File: src/logic/dwp_pkg.sv
package dwp_pkg;
   // Register byte addresses.
   localparam logic [7:0] ADDR_CTRL = 8'h00;
   localparam logic [7:0] ADDR_IRQ_STATUS = 8'h04;
   localparam logic [7:0] ADDR_IRQ_MASK = 8'h08;
   localparam logic [7:0] ADDR_UNIT_STATE = 8'h0c;

   // Control register fields.
   localparam int CTRL_LOCK_EN_BIT = 0;
   localparam int CTRL_UNIT_LSB = 4;
   localparam int CTRL_CYL_LSB = 8;
   localparam logic [31:0] CTRL_RESET = 32'h0000_0000;
   localparam logic [31:0] CTRL_MASK = 32'h0000_0771;

   // Event bits, shared by status and mask.
   localparam int EV_READ_ONLY = 0;
   localparam int EV_LOCKOUT = 1;
   localparam int EV_NOT_READY = 2;
   localparam int EV_W = 3;
   localparam logic [EV_W-1:0] MASK_RESET = 3'h0;

   // Unit state fields.
   localparam int ST_READY_LSB = 0;
   localparam int ST_RO_LSB = 8;
   localparam int ST_ONLINE_LSB = 16;

   // Geometry.
   localparam int UNITS = 8;
   localparam int UNIT_W = 3;
   localparam int CYL_W = 8;

   // Spin-up time after start.
   localparam int CLK_HZ = 10_000_000;
   localparam int SPINUP_S = 60;
   localparam int SPINUP_CYCLES = SPINUP_S * CLK_HZ;
   localparam int SPIN_W = 30;

   typedef enum logic [1:0] {FN_NONE, FN_READ, FN_WRITE} dwp_fn_t;
endpackage

File: src/logic/dwp_write_protect.sv
`timescale 1ns/1ps
// Contract
// - Read/write switch setting allows reads and writes on the selected unit.
// - Read-only switch protects whole unit; writes refused with interrupt.
// - Lockout disabled means no cylinder restriction on any unit.
// - Lockout applies only to the unit equal to the unit selector.
// - Protected range is cylinder zero through limit, inclusive.
// - Write to protected cylinder on lockout unit refused with interrupt.
// - Unit reports ready only after spin-up time from start.
// - Lockout unit selector is a three bit value.
// - Lockout cylinder limit is a three bit value.
module dwp_write_protect #(
   parameter int SPINUP = dwp_pkg::SPINUP_CYCLES
) (
   // Clock and reset
   input wire logic pclk,
   input wire logic presetn,
   // APB slave
   input wire logic psel,
   input wire logic penable,
   input wire logic pwrite,
   input wire logic [7:0] paddr,
   input wire logic [31:0] pwdata,
   output logic [31:0] prdata,
   output logic pready,
   output logic pslverr,
   // Drive switches
   input wire logic [7:0] drv_read_only,
   input wire logic [7:0] drv_online,
   input wire logic [7:0] drv_start,
   // Function requests
   input wire logic req_valid,
   input wire logic req_write,
   input wire logic [2:0] req_unit,
   input wire logic [7:0] req_cyl,
   output logic req_done,
   output logic req_granted,
   output logic req_refused,
   // Drive gating and status
   output logic [7:0] write_gate,
   output logic [7:0] unit_ready,
   output logic irq
);

   function automatic logic bit_of(input logic [7:0] v,
                                   input logic [2:0] i);
      bit_of = v[i];
   endfunction

   logic [31:0] ctrl;
   logic [dwp_pkg::EV_W-1:0] irq_status;
   logic [dwp_pkg::EV_W-1:0] irq_mask;
   logic [dwp_pkg::SPIN_W-1:0] spin_cnt [dwp_pkg::UNITS];

   wire lockout_en = ctrl[dwp_pkg::CTRL_LOCK_EN_BIT];
   wire [2:0] lockout_unit_sel = ctrl[dwp_pkg::CTRL_UNIT_LSB +: 3];
   wire [2:0] lockout_cyl_limit = ctrl[dwp_pkg::CTRL_CYL_LSB +: 3];

   // Bus decode. The access phase always takes two cycles.
   wire acc = psel && penable && pready;
   wire hit_ctrl = paddr == dwp_pkg::ADDR_CTRL;
   wire hit_stat = paddr == dwp_pkg::ADDR_IRQ_STATUS;
   wire hit_mask = paddr == dwp_pkg::ADDR_IRQ_MASK;
   wire hit_unit = paddr == dwp_pkg::ADDR_UNIT_STATE;
   wire hit_any = hit_ctrl || hit_stat || hit_mask || hit_unit;
   wire wr_ctrl = acc && pwrite && hit_ctrl;
   wire wr_stat = acc && pwrite && hit_stat;
   wire wr_mask = acc && pwrite && hit_mask;

   wire [31:0] unit_state = {8'h00, drv_online, drv_read_only, unit_ready};
   wire [31:0] rd_mux =
      hit_ctrl ? ctrl :
      hit_stat ? {29'h0, irq_status} :
      hit_mask ? {29'h0, irq_mask} :
      hit_unit ? unit_state : 32'h0000_0000;

   // Protection decision, looked at on every request.
   wire sel_ro = bit_of(drv_read_only, req_unit);
   wire sel_up = bit_of(drv_online, req_unit) &&
                 bit_of(unit_ready, req_unit);
   wire lock_hit = lockout_en &&
                   (req_unit == lockout_unit_sel) &&
                   (req_cyl <= {5'h00, lockout_cyl_limit});
   wire blk_ro = req_valid && req_write && sel_ro;
   wire blk_lock = req_valid && req_write && lock_hit;
   wire blk_down = req_valid && !sel_up;
   wire refuse = blk_ro || blk_lock || blk_down;

   wire [dwp_pkg::EV_W-1:0] events = {blk_down, blk_lock, blk_ro};
   wire [dwp_pkg::EV_W-1:0] clr = wr_stat ? pwdata[dwp_pkg::EV_W-1:0] :
                                  3'h0;
   // A new event wins over a clear in the same cycle.
   wire [dwp_pkg::EV_W-1:0] next_status = (irq_status & ~clr) | events;

   // Erase and record circuitry only on units that may write at all.
   wire [7:0] next_gate = ~drv_read_only & drv_online & unit_ready;

   always_ff @(posedge pclk or negedge presetn) begin
      if (!presetn) begin
         pready <= 1'b0;
         pslverr <= 1'b0;
         prdata <= 32'h0000_0000;
      end else begin
         pready <= psel && penable && !pready;
         pslverr <= psel && penable && !pready && !hit_any;
         prdata <= (psel && penable && !pready && !pwrite) ? rd_mux :
                   32'h0000_0000;
      end
   end

   always_ff @(posedge pclk or negedge presetn) begin
      if (!presetn) begin
         ctrl <= dwp_pkg::CTRL_RESET;
         irq_mask <= dwp_pkg::MASK_RESET;
         irq_status <= 3'h0;
         irq <= 1'b0;
      end else begin
         if (wr_ctrl) begin
            ctrl <= pwdata & dwp_pkg::CTRL_MASK;
         end
         if (wr_mask) begin
            irq_mask <= pwdata[dwp_pkg::EV_W-1:0];
         end
         irq_status <= next_status;
         irq <= |(next_status & (wr_mask ? pwdata[dwp_pkg::EV_W-1:0] :
                                 irq_mask));
      end
   end

   always_ff @(posedge pclk or negedge presetn) begin
      if (!presetn) begin
         req_done <= 1'b0;
         req_granted <= 1'b0;
         req_refused <= 1'b0;
         write_gate <= 8'h00;
      end else begin
         req_done <= req_valid;
         req_granted <= req_valid && !refuse;
         req_refused <= refuse;
         write_gate <= next_gate;
      end
   end

   // Each unit counts spin-up from its start switch; stopping restarts it.
   // Counters saturate so that ready stays up while the unit runs.
   // One process drives all units so the ready vector has a single driver.
   localparam logic [31:0] SPIN_LAST = SPINUP - 1;
   wire [dwp_pkg::SPIN_W-1:0] spin_lim = SPIN_LAST[dwp_pkg::SPIN_W-1:0];

   always_ff @(posedge pclk or negedge presetn) begin
      if (!presetn) begin
         for (int u = 0; u < dwp_pkg::UNITS; u++) begin
            spin_cnt[u] <= '0;
         end
         unit_ready <= 8'h00;
      end else begin
         for (int u = 0; u < dwp_pkg::UNITS; u++) begin
            if (!drv_start[u]) begin
               spin_cnt[u] <= '0;
               unit_ready[u] <= 1'b0;
            end else if (spin_cnt[u] < spin_lim) begin
               spin_cnt[u] <= spin_cnt[u] + 1'b1;
               unit_ready[u] <= 1'b0;
            end else begin
               unit_ready[u] <= 1'b1;
            end
         end
      end
   end

   // Independent count of started cycles on unit 0, used only by a check.
   logic [dwp_pkg::SPIN_W-1:0] spin_seen;
   wire spin_due = 32'(spin_seen) >= SPINUP;

   always_ff @(posedge pclk or negedge presetn) begin
      if (!presetn) begin
         spin_seen <= '0;
      end else if (!drv_start[0]) begin
         spin_seen <= '0;
      end else if (!spin_due) begin
         spin_seen <= spin_seen + 1'b1;
      end
   end
endmodule

File: config.mk
export PLATFORM = sky130hd
export DESIGN_NAME = dwp_write_protect
export DESIGN_NICKNAME = d
export VERILOG_FILES = /design/src/logic/dwp_pkg.sv /design/src/logic/dwp_write_protect.sv
export SDC_FILE = /design/constraint.sdc
export NUM_CORES = 1
export LEC_CHECK = 0
export ABC_AREA = 1
export BUFFER_PORTS_ARGS = -buffer_cell sky130_fd_sc_hd__buf_2
export CAP_MARGIN = 0
export CORE_MARGIN = 5
export CORE_UTILIZATION = 55
export DETAILED_ROUTE_END_ITERATION = 16
export MAX_ROUTING_LAYER = met4
export PLACE_DENSITY_LB_ADDON = 0.08
export SYNTH_ARGS = -nofsm -noshare
export SYNTH_HDL_FRONTEND = slang
export SYNTH_SLANG_ARGS = --single-unit
export TNS_END_PERCENT = 100
File: constraint.sdc
create_clock -name pclk -period 2.1 [get_ports pclk]
set_input_delay 0.315 -clock pclk [delete_from_list [all_inputs] [get_ports pclk]]
set_output_delay 0.315 -clock pclk [all_outputs]
set_load 0.02 [all_outputs]
==> out/summary.txt <==
critical path arrival = 2410 ps
Root Buffer = clkbuf_16
Max IR drop VDD = 0.596 mV
fin crit share = 91.6%
H-tree depth = 2
number of synthesized flops with an enable pin = 0
status = finished, final reports clean
total number of vias = 20,341
R2R cell count = 10
Synth cell types = 38
Power per Cell Area = 571 nW/um^2
Pre-Repair DR Iteration Count = 5
GR Overflow Total = 0
Crit path required time = 2580 ps
gpl congestion = 0.982
Die Span X = 201 um
CTS buffer count = 37
DPL Wire Length = 43.5 mm
Max-Cap Viols = 0
Cell Count, Final, Fillers Out = 3,860
Hold WS = 37.6 ps
post-synthesis register bit count = 299
post-synthesis async set-or-reset flop share = 100%
final net count = 3,464
Vias/cell = 5.27
Routed wire per std cell = 15.2 um
Syn. warnings = 0
Slew @ Worst Pin = 706 ps
Iter 0 DRT Violations = 1,514
commonest register cell after synthesis = dfrtp_1
Setup TNS = 0 ps
global-route wire length before repair = 97.0 mm
sequential element share of the synthesized area = 37.2%
Boundary Pins = 136
reg-to-reg slack, setup = 180 ps
hold path endpoint = ctrl[10]$_DFFE_PN0P_
fin. max-slew vios = 0
port bufs = 104
critical path type = reg -> reg
post-synthesis cell area = 20,100 sq um
Place WS = 12.7 ps
Layout area overhead = 13.2%
final wirelength = 58.8 mm
largest net degree at the start of global routing = 60
Final Hold Viols = 0
Leakage Power = 11.1 nW
diode count = 0
post-route ant nets = 0
Max transition margin = 52.9%
RSZ-0062 raised after global routing = false
CTS tree = yes
Mapped Cells = 3,223
crit path max fanout = 29
clock transition at the registers of the reported paths = 60 ps
Syn Area/Cell = 6.24 sq um
antenna violations before repair = 0
Achievable Freq = 0.520 GHz
vias in the first global route = 19,274
Final setup viols = 0
Final Cell Area = 22,800 sq um
WHS Path Cells = 3
Tmin final = 1920 ps
critical path launch point type = flop
CP endpoint kind = flop
hold_sp = pwdata[10]
Placed Instance Area = 21,300 sq um
DP Cell Count = 3,781
RR Startpoint = spin_cnt[61]$_DFFE_PN0N_
Hold Crit Class = in -> reg
Die Ht = 201 um
Starting Density = 55.3%
core area = 36,300 sq um
CTS sink count = 299
Setup WS post-layout = 177 ps
Residual DRC = 0
Final Skew = 17.5 ps
clock insertion delay at the later pin of the skew report = 560 ps
Tot GR Track Use = 29.6%
Max clock buf depth = 3
share of cells above drive strength 1 = 8.49%
Worst R2R End = spin_cnt[68]$_DFFE_PN0N_
Die ar. = 40,500 sq um
Row Count = 70
-- layout make-up --
class                           count  area (sq um)
Timing Repair Buffer              192          1290
Multi-Input combinational cell   2581         11200
Inverter                          260           985
Clock inverter                     13           153
Clock buffer                       47          1080
Sequential cell                   299          7480
Tap cell                          468           586
Fill cell                        3444         13600
-- through the flow --
stage | utilization, % | power, mW
finish | 62.6 | 13.0
global route | 62.6 | 13.5
CTS | 62.5 | 13.1
global placement | 58.6 | 6.56
detailed placement | 58.6 | 6.58
floorplan | - | 6.23
-- state kept, by name, summed over array words and instances (netlist names) --
name and cells:
ctrl 7, irq 1, irq_mask 3, irq_status 3, prdata 24, pready 1
pslverr 1, req_done 1, req_granted 1, req_refused 1, spin_cnt 240, unit_ready 8
write_gate 8
-- cells in the mapped netlist (2+ instances only) --
cell type,count,area share (%)
nor3_1,42,1.0
ha_1,11,0.68
nand3_2,5,0.25
nand2_2,23,0.72
buf_4,13,0.49
o21ai_1,5,0.12
clkinv_1,4,0.075
xor2_1,87,3.8
clkinv_2,3,0.075
nor2_4,8,0.45
buf_2,23,0.57
inv_2,4,0.075
buf_6,12,0.67
clkbuf_1,36,0.67
nand2_1,1307,24
a21oi_1,19,0.47
inv_1,249,4.6
nor3b_1,3,0.11
nor2_1,623,12
and3_1,6,0.19
nor2_2,2,0.062
buf_1,5,0.093
o21bai_1,2,0.075
o21ai_0,15,0.37
nand3_1,368,9.2
dfrtp_1,299,37
nand4_1,18,0.56
xnor2_1,20,0.87
or2_2,2,0.062
-- worst max path at each step --
stage / from / end / slack, ps / cells after the start
floorplan: spin_cnt[90]$_DFFE_PN0N_ / spin_cnt[116]$_DFFE_PN0N_ / 350 / 11
finish: spin_cnt[61]$_DFFE_PN0N_ / spin_cnt[68]$_DFFE_PN0N_ / 180 / 10
CTS: spin_cnt[86]$_DFFE_PN0N_ / unit_ready[5]$_DFF_PN0_ / 10 / 6
detailed placement: spin_cnt[86]$_DFFE_PN0N_ / unit_ready[5]$_DFF_PN0_ / 10 / 6
global route: spin_cnt[120]$_DFFE_PN0N_ / spin_cnt[133]$_DFFE_PN0N_ / 3 / 10
global placement: spin_cnt[86]$_DFFE_PN0N_ / unit_ready[5]$_DFF_PN0_ / 60 / 6
-- worst max-delay path: stages, from the launching register on --
cell,delay [ps]
dfrtp_1,400
ha_1,200
inv_1,80
nor2_4,150
nand2_2,80
o21ai_1,210
nand2_2,140
nand2_2,120
buf_6,250
nand3_1,110
nand2_1,90
-- where the power goes --
part | total [mW] | internal, mW | switching [mW]
clock network | 6.50 | 3.97 | 2.53
logic | 0.637 | 0.185 | 0.451
registers | 5.87 | 5.81 | 0.0597
-- logic make-up (layout without fill, tap and decap cells) --
| logic type | after synthesis | count (layout) | share of synthesized area (%) |
|---|---|---|---|
| compound gates | 44 | 44 | 1.15 |
| simple gates | 2411 | 2411 | 48.8 |
| other cells | 1 | 8 | 0.0186 |
| flops | 299 | 299 | 37.2 |
| buf+inv | 350 | 512 | 7.46 |
| xor+xnor | 107 | 107 | 4.66 |
| fa+ha+maj | 11 | 11 | 0.684 |
-- layer usage --
layer  global-route usage [%]  vias to the layer above  wire length, um
li1                         -                    10227                -
met1                     40.1                     9402            26700
met2                     47.2                      594            27300
met3                     2.79                      118             2950
met4                     10.1                        0             1810
met5                        -                        -                0
-- cell usage in the layout, fill, tap and decap left out, types with 2 or more instances in the layout --
| cell | instances |
|---|---|
| xnor2_1 | 20 |
| o21bai_1 | 2 |
| nor3_2 | 2 |
| buf_6 | 2 |
| nor2_1 | 623 |
| inv_1 | 249 |
| clkinv_1 | 4 |
| ha_1 | 7 |
| o21ai_0 | 15 |
| ha_2 | 4 |
| nor2_4 | 8 |
| dlygate4sd3_1 | 18 |
| nor3b_1 | 3 |
| and3_1 | 6 |
| buf_12 | 4 |
| nor2_2 | 2 |
| xor2_1 | 87 |
| a21oi_1 | 19 |
| buf_2 | 103 |
| dfrtp_1 | 299 |
| clkinv_2 | 7 |
| conb_1 | 8 |
| clkbuf_8 | 7 |
| inv_6 | 2 |
| nand2_1 | 1307 |
| nand3_1 | 368 |
| nor3_1 | 41 |
| bufinv_16 | 3 |
| nand4_1 | 18 |
| inv_2 | 4 |
| clkbuf_16 | 39 |
| buf_4 | 64 |
| nand2_2 | 20 |
| nand3_2 | 5 |
| clkinvlp_4 | 2 |
| nand2_4 | 4 |
| or2_2 | 2 |
| o21ai_1 | 5 |
-- repair_timing --
action,CTS,global route
endpoints found under the hold margin,61,0
hold buffers,18,0
setup buffers,0,1
gates resized for setup,0,12
setup endpoints to repair,0,169
No activity file was read; power rests on OpenSTA's default activity.
